--- src/stp_gate_pkg.sv ---
// Contract
// - tail-tagged port is host only if it is the sole one; others STP-controlled
// - five states via three per-port controls
// - tx0 rx0 inhibit1: no traffic, no learning
// - tx0 rx0 inhibit0: learn, host traffic only
// - tx1 rx1 inhibit0: normal forwarding and learning
// - override static hit reaches host despite rx off
// - learning inhibit raises rapid table flush request
// - tail-tag override bit bypasses transmit permit when the lookup bit is clear
// - eight trees, 3-bit index selects state
package stp_gate_pkg;
   localparam int NUM_PORTS = 3;
   localparam int NUM_TREES = 8;
   localparam int PORT_W    = 2;
   localparam int TREE_W    = 3;
   // ------------------------------------------------------------
   // host-to-switch tail tag fields
   // ------------------------------------------------------------
   localparam int TT_LOOKUP_BIT   = 6;
   localparam int TT_OVERRIDE_BIT = 5;
   localparam int TT_PORT_MSB     = 2;
   // ------------------------------------------------------------
   // reset values: every tree discarding
   // ------------------------------------------------------------
   localparam logic [7:0] RST_TX_PERMIT = 8'h00;
   localparam logic [7:0] RST_RX_PERMIT = 8'h00;
   localparam logic [7:0] RST_LEARN_INH = 8'hFF;
   // ------------------------------------------------------------
   // carriers
   // ------------------------------------------------------------
   typedef struct packed {
      logic [NUM_TREES-1:0] tx_permit;
      logic [NUM_TREES-1:0] rx_permit;
      logic [NUM_TREES-1:0] learn_inhibit;
   } stp_ctl_t;
   typedef struct packed {
      logic                 valid;
      logic [PORT_W-1:0]    port;
      logic [TREE_W-1:0]    tree;
      logic [NUM_PORTS-1:0] lookup_mask;
      logic                 static_override;
      logic [7:0]           tail_tag;
   } frame_req_t;
   typedef struct packed {
      logic                 valid;
      logic [NUM_PORTS-1:0] egress;
      logic                 learn;
   } decision_t;
endpackage

--- src/stp_port_state_gate.sv ---
`timescale 1ns/1ps
module stp_port_state_gate (
   input  wire logic                                 clock,
   input  wire logic                                 reset,
   input  wire logic [2:0]                           tail_tag_enable,
   input  wire stp_gate_pkg::stp_ctl_t [2:0]         port_ctl,
   input  wire logic [2:0]                           frame_start,
   input  wire logic [2:0]                           frame_end,
   input  wire stp_gate_pkg::frame_req_t             req,
   input  wire logic [2:0]                           flush_ack,
   output      stp_gate_pkg::decision_t              result,
   output      logic [2:0]                           flush_req,
   output      logic                                 host_valid,
   output      logic [1:0]                           host_port
);
   // ------------------------------------------------------------
   // helpers
   // ------------------------------------------------------------
   function automatic logic [2:0] tx_filter(
      input logic [2:0]                   m,
      input logic [2:0]                   hb,
      input stp_gate_pkg::stp_ctl_t [2:0] c,
      input logic [2:0]                   t);
      logic [2:0] ok;
      ok = hb;
      for (int p = 0; p < stp_gate_pkg::NUM_PORTS; p++) begin
         ok[p] = hb[p] | c[p].tx_permit[t];
      end
      return m & ok;
   endfunction

   function automatic logic [2:0] port_bit(input logic [1:0] p);
      logic [2:0] b;
      b = 3'h0;
      if (p < 2'h3) begin
         b[p] = 1'h1;
      end
      return b;
   endfunction

   // ------------------------------------------------------------
   // host port and per-frame control snapshot
   // ------------------------------------------------------------
   stp_gate_pkg::stp_ctl_t [2:0] eff;
   stp_gate_pkg::stp_ctl_t [2:0] next_eff;
   logic [2:0] busy;
   logic [2:0] next_busy;
   logic       next_host_valid;
   logic [1:0] next_host_port;
   logic [2:0] next_flush_req;
   logic [2:0] hb;

   always_comb begin
      next_host_valid = 1'h0;
      next_host_port  = 2'h0;
      case (tail_tag_enable)
         3'h1: begin
            next_host_valid = 1'h1;
            next_host_port  = 2'h0;
         end
         3'h2: begin
            next_host_valid = 1'h1;
            next_host_port  = 2'h1;
         end
         3'h4: begin
            next_host_valid = 1'h1;
            next_host_port  = 2'h2;
         end
         default: next_host_valid = 1'h0;
      endcase
      hb = host_valid ? port_bit(host_port) : 3'h0;
      for (int p = 0; p < stp_gate_pkg::NUM_PORTS; p++) begin
         next_busy[p] = (busy[p] | frame_start[p]) & ~frame_end[p];
         next_eff[p]  = busy[p] ? eff[p] : port_ctl[p];
         next_flush_req[p] = (flush_req[p] & ~flush_ack[p])
            | (~hb[p] & |(next_eff[p].learn_inhibit
                          & ~eff[p].learn_inhibit));
      end
   end

   always_ff @(posedge clock) begin
      if (reset) begin
         for (int p = 0; p < stp_gate_pkg::NUM_PORTS; p++) begin
            eff[p].tx_permit     <= stp_gate_pkg::RST_TX_PERMIT;
            eff[p].rx_permit     <= stp_gate_pkg::RST_RX_PERMIT;
            eff[p].learn_inhibit <= stp_gate_pkg::RST_LEARN_INH;
         end
         busy       <= 3'h0;
         flush_req  <= 3'h0;
         host_valid <= 1'h0;
         host_port  <= 2'h0;
      end else begin
         eff        <= next_eff;
         busy       <= next_busy;
         flush_req  <= next_flush_req;
         host_valid <= next_host_valid;
         host_port  <= next_host_port;
      end
   end

   // ------------------------------------------------------------
   // forwarding decision
   // ------------------------------------------------------------
   stp_gate_pkg::decision_t next_result;
   logic [2:0] src_bit;
   logic [2:0] raw;
   logic       rx_ok;

   always_comb begin
      src_bit = port_bit(req.port);
      raw     = req.tail_tag[stp_gate_pkg::TT_PORT_MSB:0] & ~hb;
      rx_ok   = eff[req.port[0+:2] % 2'h3].rx_permit[req.tree];
      next_result.valid  = req.valid;
      next_result.egress = 3'h0;
      next_result.learn  = 1'h0;
      if (!req.valid || src_bit == 3'h0) begin
         next_result.egress = 3'h0;
      end else if ((src_bit & hb) != 3'h0) begin
         next_result.learn = 1'h1;
         if (req.tail_tag[stp_gate_pkg::TT_LOOKUP_BIT]) begin
            next_result.egress = tx_filter(req.lookup_mask & ~hb, hb,
                                           eff, req.tree);
         end else if (req.tail_tag[stp_gate_pkg::TT_OVERRIDE_BIT]) begin
            next_result.egress = raw;
         end else begin
            next_result.egress = tx_filter(raw, hb, eff, req.tree);
         end
      end else begin
         next_result.learn =
            ~eff[req.port].learn_inhibit[req.tree];
         if (rx_ok) begin
            next_result.egress =
               (tx_filter(req.lookup_mask, hb, eff, req.tree)
                | (req.static_override ? hb : 3'h0)) & ~src_bit;
         end else begin
            next_result.egress = req.static_override ? hb : 3'h0;
         end
      end
   end

   always_ff @(posedge clock) begin
      if (reset) begin
         result <= '0;
      end else begin
         result <= next_result;
      end
   end

   // ------------------------------------------------------------
   // expected user forwarding for the checks
   // ------------------------------------------------------------
   logic [2:0] tx_now;
   logic [2:0] fwd_expect;

   always_comb begin
      for (int p = 0; p < stp_gate_pkg::NUM_PORTS; p++) begin
         tx_now[p] = eff[p].tx_permit[req.tree] | hb[p];
      end
      fwd_expect = req.lookup_mask & tx_now & ~src_bit;
      if (req.static_override) begin
         fwd_expect = fwd_expect | hb;
      end
   end

   logic from_user;
   assign from_user = req.valid && src_bit != 3'h0 && (src_bit & hb) == 3'h0;
endmodule // stp_port_state_gate

--- config.mk ---
export PLATFORM = sky130hd
export DESIGN_NAME = stp_port_state_gate
export DESIGN_NICKNAME = d
export VERILOG_FILES = /design/src/stp_gate_pkg.sv /design/src/stp_port_state_gate.sv
export SDC_FILE = /design/constraint.sdc
export NUM_CORES = 1
export LEC_CHECK = 0
export BUFFER_PORTS_ARGS = -buffer_cell sky130_fd_sc_hd__buf_2
export CAP_MARGIN = 40
export CORE_ASPECT_RATIO = 0.7
export CORE_UTILIZATION = 43
export CTS_BUF_LIST = sky130_fd_sc_hd__clkbuf_8 sky130_fd_sc_hd__clkbuf_16
export CTS_CLUSTER_SIZE = 30
export DETAILED_ROUTE_END_ITERATION = 7
export PLACE_DENSITY = 0.71
export SLEW_MARGIN = 5
export SYNTH_ARGS = -nofsm -noshare
export SYNTH_HDL_FRONTEND = slang
export SYNTH_SLANG_ARGS = --single-unit
--- constraint.sdc ---
create_clock -name clock -period 2.3 [get_ports clock]
set_clock_uncertainty 0.1 [all_clocks]
set_input_delay 0.345 -clock clock [delete_from_list [all_inputs] [get_ports clock]]
set_output_delay 0.345 -clock clock [all_outputs]
set_load 0.05 [all_outputs]
After elaboration in Yosys (flattened, before gate mapping)

Cells that the tools add are included.
Widths: inputs -> output; s select.

Register bits: 86
Output and inout bits: 11
Word-level logic and storage cells: 114
Input port bits: 104

Bitwise gates (word level): 44
Div/mod/pow operators: 1
Muxes and demuxes: 31
Equal/unequal tests: 3
Reductions and logical operators: 11
Order comparisons: 8

Operators with widths:

| kind               | number |
|---|---|
| $bmux 24 s2        | 2 |
| $mux 8             | 4 |
| $and 8x8->8        | 3 |
| $not 8->8          | 3 |
| $reduce_or 8->1    | 3 |
| $and 3x3->3        | 7 |
| $mux 3             | 7 |
| $mux 16            | 1 |
| $bmux 1 s3         | 5 |
| $not 1->1          | 10 |
| $and 1x1->1        | 9 |
| $lt 2x3->1 const B | 3 |
| $or 1x1->1         | 9 |
| $mux 1             | 8 |
| $not 3->3          | 2 |
| $demux 1 s2        | 2 |
| $ge 2x1->1 const B | 2 |
| $lt 2x2->1 const B | 2 |
| $lt 3x4->1 const B | 1 |
| $mux 4             | 1 |
| $pmux 2 s2         | 1 |
| $eq 3x1->1 const B | 1 |
| $eq 3x2->1 const B | 1 |
| $eq 3x3->1 const B | 1 |
| other kinds (9)    | 10 |

Longest topological paths before layout

Depth after elaboration: 12
Mapped depth: 7
Depth with buffers taken out: 5

Least setup slack after synthesis

OpenSTA, ideal clock, no wires.

Path type: register to register
Start: register host_port[0]
End: register result[3] in the netlist's numbering
Data required time: 2.070 ns
Cell stages (with the launch flop): 6
Library setup time: 0.130 ns
Data arrival time: 1.723 ns
Path slack: 0.347 ns
Period minus slack after synthesis: 1.953 ns
Buffers on the path: 0
Path through: dfxtp_1 > xor2_1 > o32a_1 > o21ba_2 > a32oi_1 > o211ai_1

Word-level cells in the longest chain between the ends: 12
Elaborated cells between the ends (all ways): 24
Those cells by class: 3 x order compare; 9 x mux; 10 x bitwise; 2 x reduce/logical

Ends and longest elaborated chain:

| item                                                                  | line                                                                              | source |
|---|---|---|
| from (decl)                                                           | stp_port_state_gate.sv:14                                                         | `output logic [1:0] host_port` |
| from (signal assigned)                                                | stp_port_state_gate.sv:97                                                         | `host_port <= next_host_port;` |
| $lt 2x3->1 (implied by the code) / $ge 2x1->1 (equally long branches) | stp_port_state_gate.sv:36                                                         | `b[p] = 1'h1;` |
| $logic_and 1x1->1 (implied by the code)                               | stp_port_state_gate.sv:36                                                         |  |
| $mux 1 (implied by the code)                                          | stp_port_state_gate.sv:36                                                         |  |
| $demux 1 s2                                                           | stp_port_state_gate.sv:36                                                         |  |
| $mux 3 (*)                                                            | stp_port_state_gate.sv:35                                                         | `if (p < 2'h3) begin` |
| $mux 3 (*)                                                            | stp_port_state_gate.sv:71                                                         | `hb = host_valid ? port_bit(host_port) : 3'h0;` |
| $or 1x1->1 / $not 3->3 (equally long branches)                        | stp_port_state_gate.sv:27, stp_port_state_gate.sv:111, stp_port_state_gate.sv:121 |  |
| $and 3x3->3, on equally long branches                                 | stp_port_state_gate.sv:29, stp_port_state_gate.sv:111                             |  |
| $or 3x3->3 / $and 3x3->3 (equally long branches)                      | stp_port_state_gate.sv:134, stp_port_state_gate.sv:29                             |  |
| $and 3x3->3 / $mux 3 (equally long branches)                          | stp_port_state_gate.sv:134, stp_port_state_gate.sv:123                            |  |
| $mux 3, on equally long branches                                      | stp_port_state_gate.sv:131, stp_port_state_gate.sv:120                            |  |
| $mux 4 (*)                                                            | stp_port_state_gate.sv:118                                                        | `end else if ((src_bit & hb) != 3'h0) begin` |
| to (signal assigned)                                                  | stp_port_state_gate.sv:145                                                        | `result <= next_result;` |
| to (decl)                                                             | stp_port_state_gate.sv:11                                                         | `output stp_gate_pkg::decision_t result,` |

Every way passes the cells marked *; elsewhere a longest branch is shown, timed or not.
A chain may end at the register's enable or synchronous reset.

Final worst setup path

Start: input req[15] in the netlist's numbering
End: register result[3] in the netlist's numbering

Word-level cells in the longest chain between the ends: 9
Elaborated cells between the ends (all ways): 21
Those cells by class: 1 x div; 3 x order compare; 9 x mux; 3 x bitwise; 5 x reduce/logical

Ends and longest elaborated chain:

| item                                                | line                     | source |
|---|---|---|
| from (decl)                                         | stp_port_state_gate.sv:9 | `input wire stp_gate_pkg::frame_req_t req,` |
| branches (longest 9 deep; another with $mod 2x2->2) | --                       |  |

Several ways; the timed one is not identified. The select of a mux whose other input is x is not followed.

==> metrics.cfg <==
[status]
status = finished, final reports clean

[power_and_ir_drop]
netSwitchingFraction = 0.2452
internal_power_mw = 2.807
power_density_nw_per_um2 = 741.3
peakVddDrop_v = 0.0003893
p_clk_frac = 0.410
p_switching_mw = 0.9116
p_leak_nw = 2.170
pwr-share-seq = 0.444
power_frac_comb = 0.146

[synthesis]
yosysWarnings = 0
synth_edf_count = 0
synthTopCellsByArea = dfxtp_1 43%, mux2i_1 14%, mux4_2 5.6%
synth.distinct_cells = 54
synth_seq_area_share = 0.4269
syn_avg_cell_area_um2 = 9.511
yosysTopAreaCellShare = 0.4269
syn-instance-count = 424
synth_seq_cells = 86
synth_largest_area_cell = dfxtp_1
async_reset_ff_frac = 0
syn_area_um2 = 4033
synth_nets = 528
ys.flop_type = dfxtp_1

[grt]
overflow = 0
grt_use_met1 = 0.3108
gr-max-usage-layer = met1
met2_usage = 0.3080
grt_antenna_before_repair = 0
grt_pass1_vias = 3328
grt_pass1_wl_mm = 16.51
grt_max_degree = 59
grt.total_usage = 0.2145
use_met3 = 0.05907

[finish]
stdcell_count = 658
syn_to_final_growth_pct = 24.39
diodes = 0
fin_nets = 635
fin_util = 0.5530
drive_gt1_frac = 0.2996

[cts]
clock_latency_ps = 330
cts_buffer_depth = 2
cts_tree = built
cts_root_buf = clkbuf_16
cts.sinks = 86
cts_made_buffers = 9
ctsResizeCount = 0
cts_setup_buffers = 0
cts_hold_buf = 0
cts_htree_levels = 3
clkTransAtPathRegs_ps = 60

[timing]
rsz0062_at_grt = no
period_minus_slack_ps = 1830
tightest_slew_ps = 746.7
hold_viol = 0
max_slew_margin = 0.5016
setup_viol = 0
finalCritPeriodShare = 0.7956
fmax_ghz = 0.5465
fin_setup_tns_ps = 0
finalMaxSlewViolations = 0

[placement]
io_buffers = 111
dp_hpwl_mm = 7.635
place_inst = 644
gp_congestion = 0.8364

[setup_path]
crit_family = compound AO/OA/AOI/OAI gates
path_cells = buf_2 > nor2b_1 > mux4_2 > o22a_1 > a32oi_1 > o211ai_1
cp_slowest_cell = nor2b_1
max_stage_delay_ps = 400
r2r_end = result[2]$_SDFF_PP0_
cp-startpoint = req[15]
r2r_cells = 5
timing.rr.start = host_valid$_SDFF_PP0_
arrival_ps = 1940
worstSetupEndpointType = register
startpoint_type = input pin
crit_cells = 6
reg2reg_slack_ps = 480
path_max_fanout = 10
worstPathRequired_ps = 2410
crit_type = input pin to register
worst-path-buf-inv = 1
crit_end = result[3]$_SDFF_PP0_

[floorplanning]
die_area_um2 = 9776
coreArea_um2 = 9071
io_pins = 115
die-width_um = 117.7
start_util = 0.4446
row_count = 29
fp.dieH_um = 83.03

[route]
dr_total_vias = 3531
viasPerCell = 5.366
wl_per_cell_um = 15.38
routed_wl_mm = 10.12
drt_first_pass_iters = 5
postRouteAntennaNets = 0
drc = 0
drtIter0Drc = 267

[run]
drv_cap = 0

[hold_path]
hold_depth = 2
hold_path.class = input pin to register

==> routing by layer <==
layer / wire length (um) / vias to the layer above / part of all wire
met5: 0 / - / 0
met4: 131 / 0 / 0.013
met3: 784 / 14 / 0.077
met2: 4253 / 134 / 0.42
met1: 4952 / 1645 / 0.49
li1: - / 1738 / -
==> kinds of logic after synthesis <==
logic type                Yosys count  share of synthesized area
and+or+nand+nor                   128                     0.1502
DFF                                86                     0.4269
AOI/OAI and AO/OA                  75                     0.1399
muxes                              73                     0.2150
buffers and inverters              60                    0.06360
xor gates and xnor gates            2                   0.004345
==> cell usage after synthesis (all sizes together), types with 2 or more instances <==
| master | instances |
|---|---|
| nor4b | 2 |
| xor2 | 2 |
| a211oi | 3 |
| mux2 | 6 |
| a221oi | 2 |
| nand4b | 2 |
| inv | 32 |
| a21oi | 7 |
| nor2b | 4 |
| a32oi | 2 |
| o32a | 2 |
| buf | 14 |
| o2111ai | 3 |
| o221ai | 3 |
| nand2b | 5 |
| or4 | 3 |
| o22ai | 10 |
| nand2 | 32 |
| mux4 | 10 |
| clkbuf | 14 |
| nand3 | 5 |
| nand3b | 4 |
| a22oi | 4 |
| or3b | 2 |
| nor3 | 5 |
| nor4 | 2 |
| o211ai | 24 |
| o21ai | 4 |
| nor2 | 55 |
| mux2i | 57 |
| dfxtp | 86 |
==> layout make-up <==
| class | instances | area, um2 |
|---|---|---|
| Inverter | 32 | 120.1 |
| Fill cell | 844 | 4055 |
| Tap cell | 124 | 155.1 |
| Sequential cell | 86 | 1722 |
| Clock inverter | 4 | 72.57 |
| Timing Repair Buffer | 124 | 653.1 |
| Multi-Input combinational cell | 278 | 2054 |
| Clock buffer | 10 | 239.0 |
==> layout by cell type, fill, tap and decap left out, types with 2 or more instances in the layout <==
cell type  netlist  layout
or4_1            3       3
o32a_1           2       2
or3b_2           2       2
nand3_1          5       5
clkbuf_16        0       9
o221ai_1         3       3
mux2_2           5       5
nand2b_1         5       5
o21ai_0          4       4
buf_4            0      13
mux4_2          10      10
xor2_1           2       2
nand3b_1         4       4
a211oi_1         3       3
nor3_1           5       5
nand4b_1         2       2
nor4_1           2       2
nor4b_1          2       2
dfxtp_1         86      86
o22ai_1         10      10
a32oi_1          2       2
a21oi_1          6       6
mux2i_1         57      57
o211ai_1        24      24
nor2b_1          4       4
nor2_1          55      55
nand2_1         32      32
a22oi_1          4       4
buf_2            7     111
inv_1           31      31
o2111ai_1        3       3
a221oi_1         2       2
bufinv_16        0       2
==> flip-flops by register name, summed over array words and instances (netlist names) <==
name / count
eff: 72
result: 5
host_port: 2
flush_req: 3
busy: 3
host_valid: 1
==> through the flow <==
| step | setup slack, ps | instance area (um2) | hold WS (ps) | total power [mW] |
|---|---|---|---|---|
| after global routing | 338.1 | 5016 | 75.66 | 3.887 |
| final | 470.2 | 5016 | 79.02 | 3.719 |
| after CTS | 477.8 | 5016 | 76.03 | 3.743 |
| after floorplan | 347.5 | 4033 | 320.6 | 2.023 |
| after global placement | 178.1 | 4705 | 354.5 | 2.205 |
| after detailed placement | 147.3 | 4705 | 361.9 | 2.223 |
==> power by group through the flow <==
| stage | Combinational, mW | Sequential (mW) | Clock (mW) |
|---|---|---|---|
| 2_1_floorplan | 0.322 | 1.70 | 0 |
| 3_3_place_gp | 0.528 | 1.68 | 0 |
| 3_5_place_dp | 0.541 | 1.68 | 0 |
| 4_1_cts | 0.544 | 1.65 | 1.55 |
| 5_1_grt | 0.596 | 1.66 | 1.63 |
| 6_report | 0.544 | 1.65 | 1.52 |
==> how the worst min path moves through the flow <==
stage | start | to | slack, ps
4_1_cts | frame_end[0] | busy[0]$_SDFF_PP0_ | 80
6_report | frame_end[0] | busy[0]$_SDFF_PP0_ | 80
3_3_place_gp | flush_req[2]$_SDFF_PP0_ | flush_req[2]$_SDFF_PP0_ | 350
5_1_grt | frame_end[0] | busy[0]$_SDFF_PP0_ | 80
3_5_place_dp | flush_req[2]$_SDFF_PP0_ | flush_req[2]$_SDFF_PP0_ | 360
2_1_floorplan | tail_tag_enable[2] | host_port[0]$_SDFF_PP0_ | 320
No activity file was read; power rests on OpenSTA's default activity.
